`src/hdl/sig_pkg.sv`:
```
package sig_pkg;

  // Board-relative I/O offsets (address bits 4:0)
  localparam logic [4:0] OFS_PAR_A  = 5'h10;
  localparam logic [4:0] OFS_PAR_B  = 5'h11;
  localparam logic [4:0] OFS_STAT   = 5'h12;
  localparam logic [4:0] OFS_IRESP  = 5'h13;
  localparam logic [4:0] OFS_ICTL_A = 5'h14;
  localparam logic [4:0] OFS_ICTL_B = 5'h15;
  localparam logic [1:0] OFS_CTL_HI = 2'h3;

  // Status register field positions
  localparam int STAT_TAKEN_A = 0;
  localparam int STAT_FULL_A  = 1;
  localparam int STAT_TAKEN_B = 2;
  localparam int STAT_FULL_B  = 3;

  // Controller reset hold after board reset
  localparam int CLK_PERIOD_PS = 5000;
  localparam int RST_HOLD_NS   = 100;
  localparam int RST_HOLD_CYC  = (RST_HOLD_NS * 1000 + CLK_PERIOD_PS - 1) / CLK_PERIOD_PS;

  typedef struct packed {
    logic       psync;
    logic       phi2;
    logic       pdbin;
    logic       pwr_n;
    logic       sinta;
    logic       sinp;
    logic       sout;
    logic [7:0] addr;
    logic [7:0] dout;
  } sig_bus_t;

  typedef struct packed {
    logic [1:0] stb;
    logic [1:0] accept;
    logic [7:0] a_data;
    logic [7:0] b_data;
    logic [3:0] aux_src;
    logic       ictl_wait;
    logic [7:0] ictl_rdata;
  } sig_per_t;

  typedef struct packed {
    logic [2:0]      base;
    logic [7:0]      polarity;
    logic [7:0][2:0] src_sel;
    logic            inta_resp;
    logic            one_wait;
  } sig_strap_t;

  typedef struct packed {
    sig_bus_t   bus;
    sig_per_t   per;
    sig_strap_t strap;
    logic [7:0] line;
    logic [7:0] sw;
  } sig_pin_t;

  typedef struct packed {
    logic [1:0][7:0] par_out;
    logic [1:0][7:0] par_in;
    logic [1:0]      taken;
    logic [1:0]      full;
    logic [7:0]      drv;
    logic [7:0]      line_oe;
    logic            wait_st;
    logic            inta_done;
    logic [7:0]      din;
    logic            din_oe;
    logic            prdy_oe;
    logic [1:0]      ictl_cs;
    logic            ictl_rd;
    logic            ictl_wr;
    logic            ictl_ack;
    logic            ictl_rst;
    logic [4:0]      rst_cnt;
    logic [7:0]      wdata;
    logic [7:0]      irq_a_n;
    logic [7:0]      irq_b_n;
    logic            pdbin_p;
    logic            pwr_p;
    logic            psync_p;
    logic            phi2_p;
    logic [1:0]      stb_p;
    logic [1:0]      acc_p;
  } sig_state_t;

  localparam sig_state_t SIG_STATE_RST = '{
    taken    : 2'h3,
    rst_cnt  : 5'(RST_HOLD_CYC),
    ictl_rst : 1'b1,
    irq_a_n  : 8'hFF,
    irq_b_n  : 8'hFF,
    pwr_p    : 1'b1,
    default  : '0
  };

endpackage : sig_pkg

```
`src/hdl/sig_sync.sv`:
```
`timescale 1ns/10ps
module sig_sync #(
  parameter int W = 8
) (
  // Clock and reset
  input  wire logic         i_clk,
  input  wire logic         i_srst,
  // Asynchronous in, filtered out
  input  wire logic [W-1:0] i_d,
  output logic      [W-1:0] o_q
);

  typedef struct packed {
    logic [W-1:0] ff1;
    logic [W-1:0] ff2;
    logic [W-1:0] ff3;
    logic [W-1:0] out;
  } sig_sync_st_t;

  sig_sync_st_t q;
  sig_sync_st_t d;

  // Output moves only once stages two and three agree; stage one feeds stage two only
  always_comb
  begin
    d     = q;
    d.ff1 = i_d;
    d.ff2 = q.ff1;
    d.ff3 = q.ff2;
    if (q.ff2 == q.ff3)
    begin
      d.out = q.ff3;
    end
  end

  always_ff @(posedge i_clk)
  begin
    if (i_srst)
    begin
      q <= '0;
    end
    else
    begin
      q <= d;
    end
  end

  assign o_q = q.out;

endmodule : sig_sync

```
`src/hdl/sig_glue.sv`:
```
`timescale 1ns/10ps
module sig_glue
  import sig_pkg::*;
(
  // Clock and reset
  input  wire logic            i_clk,
  input  wire logic            i_srst,
  // Bus side
  input  wire sig_pkg::sig_bus_t   i_bus,
  output logic     [7:0]       o_din,
  output logic                 o_din_oe,
  output logic                 o_prdy_oe,
  // Peripheral, controller returns and straps
  input  wire sig_pkg::sig_per_t   i_per,
  input  wire sig_pkg::sig_strap_t i_strap,
  // Control lines
  input  wire logic [7:0]      i_ctl_line,
  input  wire logic [7:0]      i_line_drive_switch,
  output logic      [7:0]      o_ctl_line,
  output logic      [7:0]      o_ctl_line_oe,
  // Parallel outputs
  output logic      [7:0]      o_par_a_data,
  output logic      [7:0]      o_par_b_data,
  // Interrupt controller strobes and requests
  output logic      [1:0]      o_ictl_cs,
  output logic                 o_ictl_rd,
  output logic                 o_ictl_wr,
  output logic                 o_ictl_ack,
  output logic                 o_ictl_reset,
  output logic      [7:0]      o_ictl_wdata,
  output logic      [7:0]      o_irq_a_n,
  output logic      [7:0]      o_irq_b_n
);

  import sig_pkg::*;

  function automatic logic [1:0] par_hit(input logic [4:0] ofs);
    par_hit = {ofs == OFS_PAR_B, ofs == OFS_PAR_A};
  endfunction : par_hit

  function automatic logic ctl_hit(input logic [4:0] ofs);
    ctl_hit = (ofs[4:3] == OFS_CTL_HI);
  endfunction : ctl_hit

  sig_pin_t   pin_raw;
  sig_pin_t   s;
  sig_state_t q;
  sig_state_t d;
  logic       rd_rise;
  logic       rd_fall;
  logic       wr_fall;
  logic       psync_rise;
  logic       phi2_fall;
  logic [1:0] stb_rise;
  logic [1:0] acc_rise;
  logic       bsel;
  logic [4:0] ofs;
  logic       inta_on;
  logic       resp_rd;
  logic [7:0] src_vec;
  logic [1:0] par_sel;

  assign pin_raw = '{bus: i_bus, per: i_per, strap: i_strap,
                     line: i_ctl_line, sw: i_line_drive_switch};

  // Everything from the pins is filtered, data travels with its strobe
  sig_sync #(
    .W ($bits(sig_pin_t))
  ) u_sync (
    .i_clk  (i_clk),
    .i_srst (i_srst),
    .i_d    (pin_raw),
    .o_q    (s)
  );

  assign rd_rise    = s.bus.pdbin & ~q.pdbin_p;
  assign rd_fall    = ~s.bus.pdbin & q.pdbin_p;
  assign wr_fall    = ~s.bus.pwr_n & q.pwr_p;
  assign psync_rise = s.bus.psync & ~q.psync_p;
  assign phi2_fall  = ~s.bus.phi2 & q.phi2_p;
  assign stb_rise   = s.per.stb & ~q.stb_p;
  assign acc_rise   = s.per.accept & ~q.acc_p;
  assign ofs        = s.bus.addr[4:0];
  assign par_sel    = par_hit(ofs);
  assign bsel       = (s.bus.sinp | s.bus.sout) & (s.bus.addr[7:5] == s.strap.base);
  // Acknowledge path only when strapped for it, and only for the first byte
  assign inta_on    = s.bus.sinta & s.strap.inta_resp & ~q.inta_done;
  assign resp_rd    = bsel & (ofs == OFS_IRESP) & ~s.strap.inta_resp;
  assign src_vec    = {s.per.aux_src, q.full[1], q.taken[1], q.full[0], q.taken[0]};

  always_comb
  begin
    d = q;
    d.pdbin_p = s.bus.pdbin;
    d.pwr_p   = s.bus.pwr_n;
    d.psync_p = s.bus.psync;
    d.phi2_p  = s.bus.phi2;
    d.stb_p   = s.per.stb;
    d.acc_p   = s.per.accept;

    for (int i = 0; i < 2; i++)
    begin
      // Clear first so a simultaneous peripheral event wins
      if (wr_fall & bsel & par_sel[i])
      begin
        d.par_out[i] = s.bus.dout;
        d.taken[i]   = 1'b0;
      end
      if (acc_rise[i])
      begin
        d.taken[i] = 1'b1;
      end
      if (rd_fall & bsel & par_sel[i])
      begin
        d.full[i] = 1'b0;
      end
      if (stb_rise[i])
      begin
        d.par_in[i] = (i == 0) ? s.per.a_data : s.per.b_data;
        d.full[i]   = 1'b1;
      end
    end

    if (wr_fall & bsel & ctl_hit(ofs))
    begin
      d.drv[ofs[2:0]] = ~s.bus.dout[0];
    end
    d.line_oe = s.sw;

    // Set on PSYNC beats the clear, a new cycle must see its wait whenever one_wait is strapped
    if (psync_rise & s.strap.one_wait)
    begin
      d.wait_st = 1'b1;
    end
    else if (phi2_fall)
    begin
      d.wait_st = 1'b0;
    end

    if (psync_rise)
    begin
      d.inta_done = 1'b0;
    end
    else if (rd_fall & s.bus.sinta & s.strap.inta_resp)
    begin
      d.inta_done = 1'b1;
    end

    d.din = 8'h00;
    if (inta_on | resp_rd)
    begin
      d.din = s.per.ictl_rdata;
    end
    else if (ctl_hit(ofs))
    begin
      d.din[0] = ~s.line[ofs[2:0]];
    end
    else
    begin
      unique case (ofs)
        OFS_PAR_A:  d.din = q.par_in[0];
        OFS_PAR_B:  d.din = q.par_in[1];
        // Plain read of the flags, no side effect, top nibble zero
        OFS_STAT:   d.din = {4'h0, q.full[1], q.taken[1], q.full[0], q.taken[0]};
        OFS_ICTL_A,
        OFS_ICTL_B: d.din = s.per.ictl_rdata;
        default:    d.din = 8'h00;
      endcase
    end
    d.din_oe  = s.bus.pdbin & (bsel | inta_on);
    d.prdy_oe = (q.wait_st | s.per.ictl_wait) &
                (bsel | (s.bus.sinta & s.strap.inta_resp));

    d.ictl_cs  = {bsel & (ofs == OFS_ICTL_B), bsel & (ofs == OFS_ICTL_A)};
    d.ictl_rd  = s.bus.pdbin;
    d.ictl_wr  = ~s.bus.pwr_n;
    d.ictl_ack = s.bus.pdbin & (inta_on | resp_rd);
    d.wdata    = s.bus.dout;

    // Controllers stay in reset a while after the board leaves it
    if (q.rst_cnt != 5'h0)
    begin
      d.rst_cnt = q.rst_cnt - 5'h1;
    end
    d.ictl_rst = (q.rst_cnt != 5'h0);

    d.irq_a_n = ~(s.line ^ s.strap.polarity);
    for (int k = 0; k < 8; k++)
    begin
      d.irq_b_n[k] = ~src_vec[s.strap.src_sel[k]];
    end
  end

  always_ff @(posedge i_clk)
  begin
    if (i_srst)
    begin
      q <= SIG_STATE_RST;
    end
    else
    begin
      q <= d;
    end
  end

  assign o_din         = q.din;
  assign o_din_oe      = q.din_oe;
  assign o_prdy_oe     = q.prdy_oe;
  assign o_ctl_line    = q.drv;
  assign o_ctl_line_oe = q.line_oe;
  assign o_par_a_data  = q.par_out[0];
  assign o_par_b_data  = q.par_out[1];
  assign o_ictl_cs     = q.ictl_cs;
  assign o_ictl_rd     = q.ictl_rd;
  assign o_ictl_wr     = q.ictl_wr;
  assign o_ictl_ack    = q.ictl_ack;
  assign o_ictl_reset  = q.ictl_rst;
  assign o_ictl_wdata  = q.wdata;
  assign o_irq_a_n     = q.irq_a_n;
  assign o_irq_b_n     = q.irq_b_n;
endmodule : sig_glue

```
`config.mk`:
```
export PLATFORM = sky130hd
export DESIGN_NAME = sig_glue
export DESIGN_NICKNAME = d
export VERILOG_FILES = /design/src/hdl/sig_pkg.sv /design/src/hdl/sig_sync.sv /design/src/hdl/sig_glue.sv
export SDC_FILE = /design/constraint.sdc
export NUM_CORES = 1
export LEC_CHECK = 0
export BUFFER_PORTS_ARGS = -buffer_cell sky130_fd_sc_hd__buf_2
export CELL_PAD_IN_SITES_DETAIL_PLACEMENT = 1
export CELL_PAD_IN_SITES_GLOBAL_PLACEMENT = 1
export CORE_MARGIN = 1
export CORE_UTILIZATION = 52
export CTS_BUF_LIST = sky130_fd_sc_hd__clkbuf_2
export CTS_CLUSTER_SIZE = 24
export DETAILED_ROUTE_END_ITERATION = 10
export PLACE_DENSITY = 0.95
export SLEW_MARGIN = 10
export SYNTH_ARGS = -nofsm -noshare
export SYNTH_HDL_FRONTEND = slang
export SYNTH_HIERARCHICAL = 1
export SYNTH_SLANG_ARGS = --single-unit
```
`constraint.sdc`:
```
create_clock -name i_clk -period 2.9 [get_ports i_clk]
set_input_delay 0.145 -clock i_clk [delete_from_list [all_inputs] [get_ports i_clk]]
set_output_delay 0.145 -clock i_clk [all_outputs]
set_load 0.02 [all_outputs]
```
==> run metrics <==
status=finished, violations left; failing checks=hold timing, setup timing; Final Util=about 65%; Die X=201.0 µm; total CTS buffers=between 100 and 150; Final WS setup=-1.495 ns; final hold vios=9; die span in y=201.0 µm; Mapped Area=a little over 20000 µm²; Pre-antenna DRT Iters=6; Clk Latency, worst-skew pair=between 1 and 1.5 ns; highest clock rate=227.6 MHz; Pwr Total=~16 mW; DRT iter0 DRCs=between 2000 and 2500; first-pass GRT wire length=121300 µm; Worst Max-Slew Pin Slew=1.422 ns; most used flip-flop cell after synthesis=dfxtp_1; die area=between 40000 and 50000 µm²; largest net degree at the start of global routing=between 100 and 150; number of synthesized flops with an enable pin=0; area growth from synthesis to layout=22.50%; fin crit share=151.5%; Setup CP Type=reg2reg; peak supply drop=between 300 and 400 µV; critical path launch point=u_sync/q[130]; relative slew slack=under 10%; initial core utilization=53.06%; initial antenna violation count=10; depth of the CTS H-tree=4; Synthesized Nets=between 2000 and 2500; Setup TNS Final=-120.13 ns; vias in the first global route=about 18000; share of layout cells above drive strength 1=roughly a fifth; DP Wirelength=around 38000 µm; reg2reg path depth=8; commonest cells after routing, fill and taps aside=dfxtp_1 (542), nor2b_1 (356), dlygate4sd3_1 (318); drt drc=0; crit path DAT=5.67 ns; dpl cell area=about 21000 µm²; Worst Hold Class=in2reg; setup violators final=~110; clk root buf=clkbuf_2; Synth area leaders=dfxtp_1 (53%), nor2b_1 (11%), nand2b_1 (6.8%), buf_4 (6.7%), mux2i_1 (5.5%); fin area=25240 µm²; Setup crit start kind=flop; skew final=approximately 0.22 ns; Ports=~180; HP Start=i_srst; core box area=38830 µm²; Total GRT Usage=between 40% and 50%; Final Hold Slack=-0.06600 ns; hold path cells=3; Buffers on Ports=between 150 and 200; via count=roughly 19000; Post-Syn Area per Cell=10.54 µm²; Yosys Warn Count=6; row count=72; gpl congestion=0.8886; ys async rst share=0%; clk sink count=between 500 and 600; TritonCTS clock tree=built; Max clock buf depth=3; Pleak=around 10 nW; count of different cell masters after synthesis=45; Mapped Cells=a little under 2000; crit end category=flop; Seq/Total Area, Yosys=between 50% and 60%; share of Yosys cell area claimed by the top area cell type=a little over half; max cap viols=0; post-DR wirelength/cell=36.52 µm; final wirelength=approximately 110000 µm; post-synth top area cell=dfxtp_1; critical path peak fanout=21; post-route ant nets=0; CP required=about 4.2 ns; Final #Nets=approximately 2400; commonest non-fill, non-tap cell in the layout=dfxtp_1; grt total ovfl=0; Pwr Density=approximately 650 nW/µm²; r2r startpoint=u_sync/q[130]; vias per cell=between 6 and 7; final slew viol count=0; minimum clock period=4.395 ns; clock transition at the registers of the reported paths=a little over 0.3 ns; post-synthesis register bit count=between 500 and 600
==> path summary, 6_finish.rpt <==
kind                                       end  slack (ns)
worst min register to register   u_sync/d[208]        0.43
worst min-delay path                     q[33]       -0.07
worst max-delay path            u_sync/o_q[33]       -1.49
worst max register to register  u_sync/o_q[33]       -1.49
==> through the flow <==
step / cells / setup WS (ns)
floorplan: 1955 / 0.9879
detailed placement: 2394 / 0.3917
CTS: 2943 / 0.1349
global route: 2957 / -1.203
global placement: 2394 / 0.4931
finish: 2963 / -1.495
==> layout make-up <==
type,count,area [µm²]
Antenna cell,20,50.05
Clock buffer,202,1011
Clock inverter,29,307.8
Fill cell,4166,13590
Inverter,13,48.80
Multi-Input combinational cell,1115,7933
Sequential cell,542,10850
Tap cell,518,648.1
Timing Repair Buffer,524,4388
==> sequential cells by signal, indices dropped and copies added, names as in the netlist, 2 cells and up <==
name           cells
u_sync/o_q       109
u_sync/q         109
o_irq_b_n          8
u_sync/d         218
o_par_b_data       8
o_ictl_cs          2
o_ctl_line_oe      8
o_ictl_wdata       8
o_par_a_data       8
o_irq_a_n          8
o_ctl_line         8
o_din              8
q                 35
==> routing by layer <==
| metal | track usage (%) | vias up | wire length, µm |
|---|---|---|---|
| met5 | 0 | - | 146 |
| met2 | 66.62 | 2021 | 45340 |
| met4 | 25.65 | 20 | 12870 |
| met1 | 47.11 | 8722 | 34690 |
| li1 | - | 6976 | - |
| met3 | 9.870 | 897 | 15160 |
==> Yosys cell counts, drive strengths merged (15+ instances only) <==
cell	instances
mux2i	113
a21oi	50
o31ai	26
xor2	50
xnor2	73
buf	199
clkbuf	86
dfxtp	542
nor4	15
nor2	16
nand2b	223
nand2	58
mux4	18
nor2b	356
nand4	37
==> critical path, stage by stage, from the launching register on <==
cell and delay, ns:
dfxtp_1 0.39, xnor2_1 0.78, nand4_1 0.80, nor4_1 0.51
nand3_1 0.14, nor4_2 0.46, buf_6 0.29, buf_12 0.25
mux2i_1 0.72
==> what timing repair did <==
action	CTS	global route
buffers inserted	0	0
hold endpoints to repair	455	0
gates resized for setup	0	5
setup endpoints to repair	0	56
hold buffers	318	0
==> report_power, final <==
part | internal, mW | leakage [nW] | switching (mW)
clock network | 2.46 | 0.988 | 4.68
logic | 0.600 | 4.60 | 0.680
registers | 7.65 | 4.43 | 0.202
==> logic make-up after synthesis <==
logic type / count (synthesis) / share of synthesized area [%]
xor gates and xnor gates: 123 / 5.229
adders and majority gates: 2 / 0.1215
and+or+nand+nor: 749 / 21.84
muxes: 139 / 7.896
AOI/OAI and AO/OA: 102 / 3.237
buffers and inverters: 298 / 9.007
DFF: 542 / 52.67
(Power assumes the default switching activity.)
